===== config.mk =====
export PLATFORM = sky130hd
export DESIGN_NAME = sadc_readout
export DESIGN_NICKNAME = d
export VERILOG_FILES = /design/src/hw/sadc_buf2.v /design/src/hw/sadc_readout.v
export VERILOG_INCLUDE_DIRS = /design/src /design/src/hw
export SDC_FILE = /design/constraint.sdc
export NUM_CORES = 1
export LEC_CHECK = 0
export CAP_MARGIN = 20
export CORE_UTILIZATION = 25
export CTS_BUF_LIST = sky130_fd_sc_hd__clkbuf_16
export CTS_CLUSTER_SIZE = 12
export DETAILED_ROUTE_END_ITERATION = 6
export DONT_BUFFER_PORTS = 1
export SLEW_MARGIN = 20
export SYNTH_ARGS = -nofsm -noshare
export SYNTH_HDL_FRONTEND = slang
export SYNTH_HIERARCHICAL = 1
export SYNTH_SLANG_ARGS = --single-unit

===== constraint.sdc =====
create_clock -name SYS_CLK_I -period 2.4 [get_ports SYS_CLK_I]
set_input_delay 0.36 -clock SYS_CLK_I [delete_from_list [all_inputs] [get_ports SYS_CLK_I]]
set_output_delay 0.36 -clock SYS_CLK_I [all_outputs]
set_load 0.02 [all_outputs]

===== src/hw/sadc_regs.vh =====
// Timing constants and field layout for the converter readout block.
`ifndef SADC_REGS_VH
`define SADC_REGS_VH
`define SADC_CLK_PERIOD_PS    8000
`define SADC_CONV_BYP_NS      660
`define SADC_CONV_AMP_NS      1550
`define SADC_CONV_BYP_CYC     ((`SADC_CONV_BYP_NS * 1000) / `SADC_CLK_PERIOD_PS)
`define SADC_CONV_AMP_CYC     ((`SADC_CONV_AMP_NS * 1000) / `SADC_CLK_PERIOD_PS)
`define SADC_CSH_NORM_NS      150
`define SADC_CSH_LPM_NS       500
`define SADC_SCK_MAX_MHZ      50
`define SADC_RES_BITS         14
`define SADC_TAG_BITS         6
`define SADC_FRAME_BITS       20
`define SADC_GAIN_BYPASS      4'h0
`define SADC_CONV_CNT_W       8
`endif


===== src/hw/sadc_buf2.v =====
// Two-entry valid/ready buffer that carries conversion words to the shifter.
`timescale 1ns/1ps
module sadc_buf2 #(
  parameter WIDTH = 20
) (
  input  wire             clk_i,
  input  wire             rst_i,
  input  wire             in_valid_i,
  output wire             in_ready_o,
  input  wire [WIDTH-1:0] in_data_i,
  output wire             out_valid_o,
  input  wire             out_ready_i,
  output wire [WIDTH-1:0] out_data_o
);
  reg [WIDTH-1:0] mem_r [0:1];
  reg             wp_r;
  reg             rp_r;
  reg [1:0]       cnt_r;
  wire            push;
  wire            pop;

  assign in_ready_o  = (cnt_r != 2'h2);
  assign out_valid_o = (cnt_r != 2'h0);
  assign out_data_o  = mem_r[rp_r];
  assign push        = in_valid_i & in_ready_o;
  assign pop         = out_valid_o & out_ready_i;

  always @(posedge clk_i)
  begin
    if (rst_i)
    begin
      wp_r  <= 1'b0;
      rp_r  <= 1'b0;
      cnt_r <= 2'h0;
    end
    else
    begin
      if (push)
      begin
        mem_r[wp_r] <= in_data_i;
        wp_r        <= ~wp_r;
      end
      if (pop)
        rp_r <= ~rp_r;
      if (push && !pop)
        cnt_r <= cnt_r + 2'h1;
      else if (pop && !push)
        cnt_r <= cnt_r - 2'h1;
    end
  end
endmodule


===== src/hw/sadc_readout.v =====
// Conversion start, busy timing and serial readout of the 14-bit converter.
`timescale 1ns/1ps
`include "sadc_regs.vh"
// Behaviour
// - Falling chip select samples the selected channel and starts conversion.
// - Conversion is timed by the internal clock, needing no serial clock edges.
// - Busy is high for the whole conversion, low once it completes.
// - Most significant result bit is on data out when busy falls.
// - Each rising serial clock edge shifts out the next lower result bit.
// - Result is 14 bits, one sample per conversion, eight channels.
// - Amplifier offers bypass plus gains 1,2,3,4,6,8,12,16 from gain pins.
// - Channel and gain come only from parallel select pins.
// - Serial clock at most 50 MHz; at this system clock the two-clock pin filter needs a slower rate.
// - Busy high at most 660 ns bypassed, 1550 ns amplified.
// - Data out is high impedance while chip select high, low after falling edge.
// - Up to six more edges shift channel then gain bits, MSB first.
module sadc_readout #(
  parameter CONV_BYP_CYC = `SADC_CONV_BYP_CYC,
  parameter CONV_AMP_CYC = `SADC_CONV_AMP_CYC
) (
  input  wire        SYS_CLK_I,
  input  wire        RESET_I,
  input  wire        CS_N_I,
  input  wire        SCK_I,
  input  wire [2:0]  CHANNEL_SELECT_BITS_I,
  input  wire [3:0]  GAIN_SELECT_BITS_I,
  input  wire        LOW_POWER_SELECT_I,
  input  wire [13:0] SAMPLE_DATA_I,
  output reg         SAMPLE_STROBE_O,
  output reg  [2:0]  SAMPLE_CHANNEL_O,
  output reg         AMP_BYPASS_O,
  output reg  [2:0]  AMP_GAIN_O,
  output reg         BUSY_O,
  output reg         SDO_O,
  output reg         SDO_OE_N_O,
  output reg         POST_CONVERSION_DOZE_O
);
  localparam ST_IDLE = 2'h0;
  localparam ST_CONV = 2'h1;
  localparam ST_LOAD = 2'h2;
  localparam ST_SHIFT = 2'h3;

  reg [2:0]  cs_sync_r;
  reg [2:0]  sck_sync_r;
  reg        cs_n_r;
  reg        sck_r;
  reg [1:0]  state_r;
  reg [7:0]  conv_cnt_r;
  reg [2:0]  chan_r;
  reg [3:0]  gain_r;
  reg [19:0] word_r;
  reg        word_valid_r;
  reg [19:0] shift_r;
  reg [4:0]  bit_cnt_r;
  wire       cs_n_new;
  wire       sck_new;
  wire       cs_fall;
  wire       cs_rise;
  wire       sck_rise;
  wire       buf_in_ready;
  wire       buf_out_valid;
  wire [19:0] buf_out_data;
  wire       take;

  // Only agreed second/third stages count, so glitches on the pins are ignored.
  assign cs_n_new = (cs_sync_r[1] == cs_sync_r[2]) ? cs_sync_r[2] : cs_n_r;
  assign sck_new  = (sck_sync_r[1] == sck_sync_r[2]) ? sck_sync_r[2] : sck_r;
  assign cs_fall  = cs_n_r & ~cs_n_new;
  assign cs_rise  = ~cs_n_r & cs_n_new;
  assign sck_rise = ~sck_r & sck_new & ~cs_n_new;
  // Idle also drains a word that a conversion cut short by chip select left behind.
  assign take     = ((state_r == ST_LOAD) | (state_r == ST_IDLE)) & buf_out_valid;

  // Busy also spans the load cycle, so the count is one short to stay inside the limit.
  function [7:0] conv_len;
    input [3:0] g;
    begin
      if (g == `SADC_GAIN_BYPASS)
        conv_len = CONV_BYP_CYC[7:0] - 8'h01;
      else
        conv_len = CONV_AMP_CYC[7:0] - 8'h01;
    end
  endfunction

  sadc_buf2 #(
    .WIDTH       (`SADC_FRAME_BITS)
  ) u_buf (
    .clk_i       (SYS_CLK_I),
    .rst_i       (RESET_I),
    .in_valid_i  (word_valid_r),
    .in_ready_o  (buf_in_ready),
    .in_data_i   (word_r),
    .out_valid_o (buf_out_valid),
    .out_ready_i (take),
    .out_data_o  (buf_out_data)
  );

  // Reset idles the filter at the pins' idle levels so no false edge follows reset.
  always @(posedge SYS_CLK_I)
  begin
    if (RESET_I)
    begin
      cs_sync_r  <= 3'h7;
      sck_sync_r <= 3'h0;
      cs_n_r     <= 1'b1;
      sck_r      <= 1'b0;
    end
    else
    begin
      cs_sync_r  <= {cs_sync_r[1:0], CS_N_I};
      sck_sync_r <= {sck_sync_r[1:0], SCK_I};
      cs_n_r     <= cs_n_new;
      sck_r      <= sck_new;
    end
  end

  always @(posedge SYS_CLK_I)
  begin
    if (RESET_I)
    begin
      state_r    <= ST_IDLE;
      conv_cnt_r <= 8'h00;
      chan_r     <= 3'h0;
      gain_r     <= 4'h0;
      word_r     <= 20'h00000;
      word_valid_r <= 1'b0;
      shift_r    <= 20'h00000;
      bit_cnt_r  <= 5'h00;
      SAMPLE_STROBE_O <= 1'b0;
      SAMPLE_CHANNEL_O <= 3'h0;
      AMP_BYPASS_O <= 1'b1;
      AMP_GAIN_O <= 3'h0;
      BUSY_O     <= 1'b0;
      SDO_O      <= 1'b0;
      SDO_OE_N_O <= 1'b1;
      POST_CONVERSION_DOZE_O <= 1'b0;
    end
    else
    begin
      SAMPLE_STROBE_O <= 1'b0;
      if (word_valid_r && buf_in_ready)
        word_valid_r <= 1'b0;
      if (cs_rise)
      begin
        // Chip select high ends the frame and wakes the doze.
        SDO_OE_N_O <= 1'b1;
        SDO_O      <= 1'b0;
        BUSY_O     <= 1'b0;
        POST_CONVERSION_DOZE_O <= 1'b0;
        state_r    <= ST_IDLE;
      end
      else
      begin
        case (state_r)
          ST_IDLE:
          begin
            if (cs_fall)
            begin
              // Select pins are the only way channel and gain are chosen.
              chan_r <= CHANNEL_SELECT_BITS_I;
              gain_r <= GAIN_SELECT_BITS_I;
              SAMPLE_CHANNEL_O <= CHANNEL_SELECT_BITS_I;
              AMP_BYPASS_O <= (GAIN_SELECT_BITS_I == `SADC_GAIN_BYPASS);
              AMP_GAIN_O <= GAIN_SELECT_BITS_I[2:0] - 3'h1;
              SAMPLE_STROBE_O <= 1'b1;
              conv_cnt_r <= conv_len(GAIN_SELECT_BITS_I);
              BUSY_O     <= 1'b1;
              SDO_O      <= 1'b0;
              SDO_OE_N_O <= 1'b0;
              state_r    <= ST_CONV;
            end
          end
          ST_CONV:
          begin
            // Serial clock is ignored here; the host keeps it quiet anyway.
            if (conv_cnt_r == 8'h02)
            begin
              word_r <= {SAMPLE_DATA_I, chan_r, gain_r[2:0]};
              word_valid_r <= 1'b1;
            end
            if (conv_cnt_r == 8'h01)
              state_r <= ST_LOAD;
            conv_cnt_r <= conv_cnt_r - 8'h01;
          end
          ST_LOAD:
          begin
            if (buf_out_valid)
            begin
              // MSB is placed the same edge busy drops, so no latency is seen.
              shift_r    <= {buf_out_data[18:0], 1'b0};
              SDO_O      <= buf_out_data[19];
              BUSY_O     <= 1'b0;
              POST_CONVERSION_DOZE_O <= 1'b1;
              bit_cnt_r  <= 5'h01;
              state_r    <= ST_SHIFT;
            end
          end
          ST_SHIFT:
          begin
            // The pin filter needs each serial clock level to last two system clocks,
            // so the top serial rate asks for a faster system clock than this one.
            if (sck_rise && bit_cnt_r < `SADC_FRAME_BITS)
            begin
              SDO_O     <= shift_r[19];
              shift_r   <= {shift_r[18:0], 1'b0};
              bit_cnt_r <= bit_cnt_r + 5'h01;
            end
            else if (sck_rise)
              SDO_O <= 1'b0;
          end
          default:
          begin
            state_r <= ST_IDLE;
          end
        endcase
      end
    end
  end
endmodule


; ---- Yosys cells after proc, flatten, opt, wreduce, memory -nomap -nowiden
; Memories as Yosys holds them, arrays and structs flattened. A register that Yosys moved wholly into a read port is not among the register bits.
; Cells that the tools add are included.
[totals]
register_bits = 83
ramBits = 40
inputBits = 26
out_inout_bits = 12
elab_cells = 118
n_memories = 1
[classes]
add_sub_neg = 5
n_lt_le_gt_ge = 1
eq_ne = 13
mux = 35
bitwise_logic = 15
n_reduce_logical = 26
[mem_list]
columns = name, depth, width, rd, rd_ports_with_merged_regs, write_ports, line_no
row1 = u_buf.mem_r, 2, 20, 1, 1, 1, sadc_buf2.v:15  ; reg [WIDTH-1:0] mem_r [0:1];
[ops]
columns = operator, count
row1 = $mux 20, 2
row2 = $pmux 20 s2, 1
row3 = $mux 1, 18
row4 = $mux 8, 2
row5 = $pmux 8 s2, 1
row6 = $reduce_and 3->1, 4
row7 = $reduce_and 4->1, 3
row8 = $mux 2, 5
row9 = $mux 5, 2
row10 = $ne 2x2->1 const B, 5
row11 = $pmux 5 s2, 1
row12 = $reduce_bool 2->1, 5
row13 = $eq 8x1->1 const B, 1
row14 = $eq 8x2->1 const B, 1
row15 = $sub 8x1->8 const B, 1
row16 = $and 1x1->1, 7
row17 = $not 1->1, 7
row18 = $pmux 2 s3, 1
row19 = $reduce_bool 3->1, 2
row20 = $add 5x1->5 const B, 1
row21 = $lt 5x5->1 const B, 1
row22 = $eq 2x2->1 const B, 2
row23 = $logic_and 1x1->1, 4
row24 = $logic_not 4->1, 1
row25 = 14 further kinds, 17

; ---- Logic depth before layout (Yosys ltp)
; Gate-level depths: netlist of run 1.
[logic_depth]
word_depth = 7
depth_mapped = 9
mapped_depth_nobuf = 9

; ---- Hierarchy
; Netlist of run 1, hierarchy kept.
[by_module_without_submodules]
columns = mod, instances, cells_per_inst, area_each_um2, seq_area_each_um2
row1 = sadc_readout, 1, 372, 3493.4, 1561.5
row2 = sadc_buf2, 1, 89, 1664.1, 1301.2

; ---- Worst setup path after synthesis of run 1
; No wires, ideal clock.
[synth_timing]
path_kind = register -> register
start = register u_buf.cnt_r[0]
end = memory u_buf.mem_r[1][0], enable pin
setup_ps = 427
arrival_time_ps = 2122
required_time_ps = 1973
path_slack_ps = -149
path_stages_with_launch = 5
n_path_buf = 0
period_less_slack_ps = 2549
path_cell_list = dfxtp_1 -> nor2b_1 -> inv_1 -> nand2_1 -> nor3b_1
[synth_via]
elab_chain_len = 5
[synth_lines]
columns = element, line_no
row1 = "start, declared", sadc_buf2.v:18  ; reg [1:0] cnt_r;
row2 = "start signal, assigned", sadc_buf2.v:46  ; cnt_r <= cnt_r + 2'h1;
row3 = "start signal, assigned", sadc_buf2.v:48  ; cnt_r <= cnt_r - 2'h1;
row4 = $ne 2x2->1, sadc_buf2.v:22  ; assign in_ready_o = (cnt_r != 2'h2);
row5 = named net buf_in_ready, sadc_readout.v:60  ; wire buf_in_ready;
row6 = $and 1x1->1, sadc_buf2.v:25  ; assign push = in_valid_i & in_ready_o;
row7 = $mux 1, sadc_buf2.v:38  ; if (push)
row8 = $mux 1, sadc_buf2.v:30  ; if (rst_i)
row9 = $mux 1 (implied by the code), sadc_buf2.v:40  ; mem_r[wp_r] <= in_data_i;
row10 = "end, declared", sadc_buf2.v:15
; The timed path passes the listed nets, and every way through them passes these cells.

; ---- Final worst setup path of run 1
[layout_timing]
start = register state_r[0]
end = register conv_cnt_r[3]
[layout_via]
elab_chain_len = 3
elab_cells_between_ends = 6
cone_classes = 2 x eq/ne / 1 x mux / 3 x reduce/logical
[layout_lines]
columns = element, line_no
row1 = "start, declared", sadc_readout.v:47  ; reg [1:0] state_r;
row2 = "start signal, assigned", sadc_readout.v:121  ; state_r <= ST_IDLE;
row3 = "start signal, assigned", sadc_readout.v:150  ; state_r <= ST_IDLE;
row4 = "start signal, assigned", sadc_readout.v:170  ; state_r <= ST_CONV;
row5 = $eq 2x1->1 / $logic_not 2->1 (equally long branches), sadc_readout.v:154  ; case (state_r)
row6 = $reduce_bool 2->1 (no source line) / $ne 2x2->1 (equally long branches), --
row7 = $reduce_and 3->1 (no source line), --
row8 = "end signal, assigned", sadc_readout.v:166  ; conv_cnt_r <= conv_len(GAIN_SELECT_BITS_I);
row9 = "end signal, assigned", sadc_readout.v:183  ; conv_cnt_r <= conv_cnt_r - 8'h01;
row10 = "end, declared", sadc_readout.v:48  ; reg [7:0] conv_cnt_r;
; Parallel ways exist; a longest one is shown, timed or not.
; A chain may end at the register's enable or synchronous reset.

==> results of run 1 <==
how the worst max path moves through the flow:
stage                          start       endpoint  slack [ns]
after floorplan           state_r[0]  conv_cnt_r[3]        0.42
after global routing      state_r[0]  conv_cnt_r[3]        0.05
after global placement    state_r[0]  conv_cnt_r[3]        0.34
after CTS                 state_r[0]  conv_cnt_r[3]        0.19
final                     state_r[0]  conv_cnt_r[3]        0.17
after detailed placement  state_r[0]  conv_cnt_r[3]        0.19
metal layers:
metal / global-route usage [%] / vias to the layer above / share of wire [%]
met3: 2.76 / 18 / 3.1
met5: 0 / - / 0
met1: 13.0 / 1596 / 50
li1: - / 1687 / -
met2: 15.9 / 60 / 45
met4: 5.53 / 0 / 2.3
area by class of cell:
| cell class | count | share of cell area (%) |
|---|---|---|
| Tap cell | 270 | 5.55 |
| Clock buffer | 17 | 6.98 |
| Clock inverter | 15 | 2.61 |
| Multi-Input combinational cell | 300 | 35.4 |
| Inverter | 14 | 0.863 |
| Sequential cell | 123 | 47.0 |
| Timing Repair Buffer | 10 | 1.64 |
Yosys cell counts (all sizes together) (3+ instances only):
master,n
nor3,5
a31oi,4
a21o,5
nand3b,6
a211oi,21
nand3,6
a21oi,41
or2,7
edfxtp,40
clkbuf,14
dfxtp,83
nand2,26
buf,10
xor2,3
nor2b,6
ha,11
o21ai,6
nor2,40
o32ai,3
or3,3
nand2b,8
inv,14
mux2i,43
mux2,21
layout by cell type, fill, tap and decap left out, drive strengths merged, types with 16 or more instances in the layout:
cell    Yosys  layout
mux2i      43      43
edfxtp     40      40
nor2       40      40
inv        14      16
mux2       21      21
nand2      26      26
dfxtp      83      83
a211oi     21      21
clkbuf     14      17
a21oi      41      41
power groups by stage:
stage | Combinational (mW) | Clock [mW] | Sequential [mW]
after floorplan | 0.199 | 0 | 2.23
after global placement | 0.227 | 0 | 2.24
after detailed placement | 0.237 | 0 | 2.24
after CTS | 0.239 | 2.56 | 2.20
after global routing | 0.276 | 2.66 | 2.20
final | 0.240 | 2.51 | 2.20
state kept, by name (all words and copies together), names as in the netlist, 2 cells and up, named ones only:
name and cells:
chan_r 3, bit_cnt_r 5, u_buf/cnt_r 2, u_buf/mem_r 40
word_r 20, cs_sync_r 3, shift_r 19, sck_sync_r 3
conv_cnt_r 8, gain_r 3, state_r 2, AMP_GAIN_O 3
stage by stage:
stage / instance area, µm² / total power, mW / utilization (%) / hold WS (ns)
after CTS: 6090 / 5.00 / 30.1 / 0.0136
after global routing: 6090 / 5.14 / 30.1 / 0.0225
after floorplan: 5170 / 2.43 / - / 0.389
final: 6090 / 4.94 / 30.1 / 0.0423
after global placement: 5510 / 2.47 / 27.2 / 0.414
after detailed placement: 5510 / 2.48 / 27.2 / 0.405
worst register-to-register path, stage by stage (launching register included):
cell and delay, ns:
dfxtp_1 0.42, inv_1 0.09, ha_1 0.28, nand2b_1 0.22, a21o_1 0.28, a2111oi_0 0.64
mux2i_1 0.24
cell families after synthesis:
family	after synthesis
simple gates	119
fa+ha+maj	12
mux	64
compound gates	101
buf+inv	38
flops	123
xor+xnor	4
==> impl_metrics.json, run 1 <==
{
  "critical_path_depth": 6,
  "cp-start-kind": "register",
  "crit_chain": "inv_1, ha_1, nand2b_1, a21o_1, a2111oi_0, mux2i_1",
  "maxSlewViolCount": 0,
  "hold_path.startpoint": "RESET_I",
  "ys.flop_type": "dfxtp_1",
  "dp_hpwl_um": 6700,
  "hold_depth": 1,
  "syn_area_um2": 5160,
  "synth_area_leader_cell": "dfxtp_1",
  "cts_sinks": 123,
  "drc": 0,
  "cts_resized": 0,
  "row_count": 52,
  "finalCriticalPeriod_ns": 2.23,
  "multi_input_area_um2": 2150,
  "fmax_ghz": 0.449,
  "clock_latency_ns": 0.42,
  "die_h_um": 146,
  "clk_pin_slew_ns": 0.05,
  "clock-root-buffer": "clkbuf_16",
  "synth_top_family_by_area": "compound AO/OA/AOI/OAI gates",
  "cp_max_fo": 9,
  "ys_types": 56,
  "cp_top_family": "compound AO/OA/AOI/OAI gates",
  "synth_xor_area_share_pct": 0.679,
  "crit_arrival_ns": 2.57,
  "drive_gt1_share_pct": 15.9,
  "diodes": 0,
  "yosysSeqAreaShare_pct": 55.5,
  "ys_warn_count": 6,
  "yosys.area_share.adder_pct": 2.89,
  "cts_hold_buf": 0,
  "tns_ns": 0,
  "synthCells": 461,
  "ioPinCount": 38,
  "synth_compound_area_share_pct": 13.1,
  "die_w_um": 146,
  "synthSimpleGateAreaFrac_pct": 11.8,
  "peakVddDrop_uv": 438,
  "cp_slowest_cell": "a2111oi_0",
  "skew_ns": 0.00596,
  "intPower_mw": 3.87,
  "pre_cts_slack_ns": 0.193,
  "stdcell_count": 749,
  "antenna_found_initial": 0,
  "portBuffers": 0,
  "reg2reg_to": "conv_cnt_r[3]",
  "comb_power_share_pct": 4.9,
  "synth_mux_area_share_pct": 12.9,
  "timing.rr.start": "state_r[0]",
  "path_buf_inv": 1,
  "end_kind": "register",
  "async_flop_share_pct": 0,
  "power_frac_seq_pct": 44.4,
  "regArea_um2": 2860,
  "sw_frac_of_total_pct": 21.8,
  "hp-class": "in2reg",
  "initial_core_util_pct": 25.5,
  "yosys-top-cells-area": "dfxtp_1 32%, edfxtp_1 23%, mux2i_1 8.3%, mux2_2 4.6%, a21oi_1 4.0%",
  "num_vias": 3361,
  "grt_start_max_net_pins": 78,
  "worstMarginPinSlew_ns": 0.612,
  "synth_edf_count": 40,
  "grt_usage_pct": 10.2,
  "fillers": 2042,
  "wl_per_cell_um": 13.7,
  "power.net_switching_mw": 1.08,
  "yosysTopAreaCellShare_pct": 32.2,
  "hold_viol": 0,
  "grt_first_pass_wirelength_um": 16900,
  "numCtsBuffers": 17,
  "h-tree-depth": 4,
  "max-cap-violations": 0,
  "first_pass_iters": 4,
  "p_clk_share_pct": 50.7,
  "syn_nets": 498,
  "antenna_left": 0,
  "min_to": "sck_sync_r[0]",
  "avgSynthCellArea_um2": 11.2,
  "coreArea_um2": 20200,
  "powerDensity_nw_per_um2": 812,
  "via_per_inst": 4.49,
  "setup_viol": 0,
  "dieArea_um2": 21200,
  "placed_cells": 717,
  "grt.overflow.total": 0,
  "cp.required_ns": 2.75,
  "criticalPathCategory": "reg2reg",
  "worst_slack_ns": 0.174,
  "syn_to_final_growth_pct": 18.1,
  "status": "complete, no violations",
  "final.period_utilization_pct": 92.7,
  "rsz0062_at_grt": "false",
  "cts_setup_buffers": 0,
  "critPathMaxStageDelay_ns": 0.64,
  "power.leakage_nw": 2.07,
  "cts_buffer_depth": 2,
  "r2r_slack_ns": 0.17,
  "drt_iter0_drc": 191,
  "yosys_register_bits": 123,
  "nets": 503,
  "grt_pass1_vias": 3337,
  "relSlewSlack_pct": 58.1,
  "r2r_cells": 6,
  "cts_tree": "built",
  "gp_congestion": 0.756,
  "drt_wl_total_um": 10300
}
Power figures use the tool's default switching activity.
==> run 2, diff against run 1 <==
Clock period 2.4 ns to 2.1 ns, I/O delays scaled along.
==> run 2 against run 1 <==
Against the previous run: clock-buffer cell count unchanged; largest power group unchanged; non-clock buffer count up 8; sequential power up 14%; critical path type unchanged; wire length up 4.9%.
==> impl_metrics.json, run 2 (synthesis results as in run 1) <==
{
  "status": "complete, no violations",
  "finalInstanceArea_um2": 6240,
  "grt.overflow.total": 0,
  "dp_hpwl_um": 6760,
  "cts_sinks": 123,
  "r2r_cells": 8,
  "crit_chain": "inv_1, ha_1, nor2_1, nor2b_1, o21ai_0, ha_1, or3_1, a21oi_1",
  "gr-usage-met3_pct": 3.10,
  "end_kind": "register",
  "syn_to_final_growth_pct": 21.0,
  "cp_slowest_cell": "dfxtp_2",
  "maxSlewViolCount": 0,
  "clock_latency_ns": 0.41,
  "post_dp_cell_area_um2": 5550,
  "clock-root-buffer": "clkbuf_16",
  "power.leakage_nw": 2.14,
  "diodes": 0,
  "drt_iter0_drc": 254,
  "final.period_utilization_pct": 92.1,
  "clk_pin_slew_ns": 0.05,
  "skew_ns": 0.00657,
  "ioPinCount": 38,
  "finalCriticalPeriod_ns": 1.93,
  "use_met2_pct": 16.9,
  "coreArea_um2": 20200,
  "largest-register": "u_buf/mem_r",
  "largest_register_ffs": 40,
  "drive_gt1_share_pct": 17.0,
  "top_regs": "u_buf/mem_r (40), word_r (20), shift_r (19)",
  "cp.required_ns": 2.45,
  "hold_path.startpoint": "RESET_I",
  "critPathMaxStageDelay_ns": 0.37,
  "gp_congestion": 0.743,
  "nets": 511,
  "fillers": 2010,
  "powerDensity_nw_per_um2": 939,
  "hold_depth": 1,
  "h-tree-depth": 4,
  "timing.rr.start": "state_r[0]",
  "peakVddDrop_uv": 413,
  "numCtsBuffers": 17,
  "criticalPathCategory": "reg2reg",
  "drc": 0,
  "grt_start_max_net_pins": 64,
  "setup_viol": 0,
  "layout_commonest_cell": "dfxtp_1",
  "row_count": 52,
  "cp_common_cell": "ha_1",
  "die_w_um": 146,
  "dieArea_um2": 21200,
  "grt_first_pass_wirelength_um": 17400,
  "busiest_layer": "met2",
  "grt_usage_pct": 10.7,
  "wl_per_cell_um": 14.2,
  "antenna_left": 0,
  "first_pass_iters": 4,
  "grt_pass1_vias": 3421,
  "min_to": "cs_sync_r[1]",
  "portBuffers": 0,
  "cts_setup_buffers": 0,
  "cts_buffer_depth": 2,
  "worstMarginPinSlew_ns": 0.485,
  "hp-class": "in2reg",
  "cp_max_fo": 5,
  "via_per_inst": 4.57,
  "total_power_mw": 5.86,
  "max-cap-violations": 0,
  "die_h_um": 146,
  "most-common-layout-cells": "82 x dfxtp_1, 43 x mux2i_1, 41 x a21oi_1",
  "reg2reg_to": "u_buf/cnt_r[1]",
  "drt_wl_total_um": 10800,
  "cp-start-kind": "register",
  "rsz0062_at_grt": "false",
  "relSlewSlack_pct": 67.7,
  "r2r_slack_ns": 0.17,
  "tns_ns": 0,
  "met1_usage_pct": 12.8,
  "antenna_found_initial": 0,
  "num_vias": 3462,
  "cts_tree": "built",
  "crit_arrival_ns": 2.28,
  "hold_viol": 0,
  "initial_core_util_pct": 25.5,
  "fmax_ghz": 0.517
}
-- run 2: cell types whose count changed in the layout (fill, tap and decap cells not counted), moves of 2 or more --
| cell | before | now |
|---|---|---|
| clkinvlp_4 | 3 | 0 |
| clkinv_1 | 0 | 4 |
| dlygate4sd3_1 | 0 | 3 |
| clkinv_2 | 6 | 3 |
| buf_4 | 8 | 11 |
| inv_1 | 16 | 14 |
-- run 2: repair_timing --
| item | CTS | global route |
|---|---|---|
| hold buffers | 4 | 0 |
| resized for setup | 1 | 6 |
| setup endpoints to repair | 1 | 3 |
| hold endpoints to repair | 64 | 0 |
-- run 2: worst max-delay path by stage --
stage / start / slack, ns / end / depth (start not counted)
2_1_floorplan: state_r[0] / 0.12 / conv_cnt_r[3] / 7
3_3_place_gp: state_r[0] / 0.12 / conv_cnt_r[3] / 6
3_5_place_dp: state_r[0] / 0.02 / conv_cnt_r[3] / 6
4_1_cts: state_r[0] / 0.05 / conv_cnt_r[3] / 6
5_1_grt: state_r[0] / 0.01 / u_buf/cnt_r[1] / 9
6_report: state_r[0] / 0.17 / u_buf/cnt_r[1] / 8
-- run 2: layout make-up --
type / count / area [µm²] / share of cell area [%]
inverters: 14 / 52.6 / 0.842
well taps: 270 / 338 / 5.41
clock buffers: 17 / 425 / 6.82
flip-flops and latches: 123 / 2860 / 45.9
repair buffers: 18 / 200 / 3.21
clock inverters: 15 / 180 / 2.89
multi-input cells: 300 / 2180 / 34.9
-- run 2: worst max-delay path, delay by kind of cell, from the launching register on --
kind	cells	cell delay [ns]
buffers and inverters	1	0.10
flip-flops	1	0.37
AND/OR/NAND/NOR	3	0.57
adder cells (fa/ha/maj)	2	0.55
AO/OA/AOI/OAI	2	0.28
-- run 2: power breakdown --
| part | switching (mW) | internal, mW |
|---|---|---|
| Sequential | 0.0413 | 2.47 |
| Clock | 1.02 | 1.96 |
| Combinational | 0.212 | 0.151 |
-- run 2: metrics by stage --
stage                     hold slack, ns  std cells  setup WS, ns  utilization [%]
after floorplan                    0.384        461         0.124                -
after global placement             0.406        721         0.117             27.4
after detailed placement           0.408        721        0.0244             27.4
after CTS                        0.00264        757        0.0472             30.7
after global routing             0.00168        757        0.0104             30.8
final                             0.0217        757         0.167             30.8
-- run 2: layer usage --
layer,vias to the layer above,part of all wire [%]
li1,1702,-
met1,1672,47
met2,66,47
met3,22,3.8
met4,0,2.8
met5,-,0
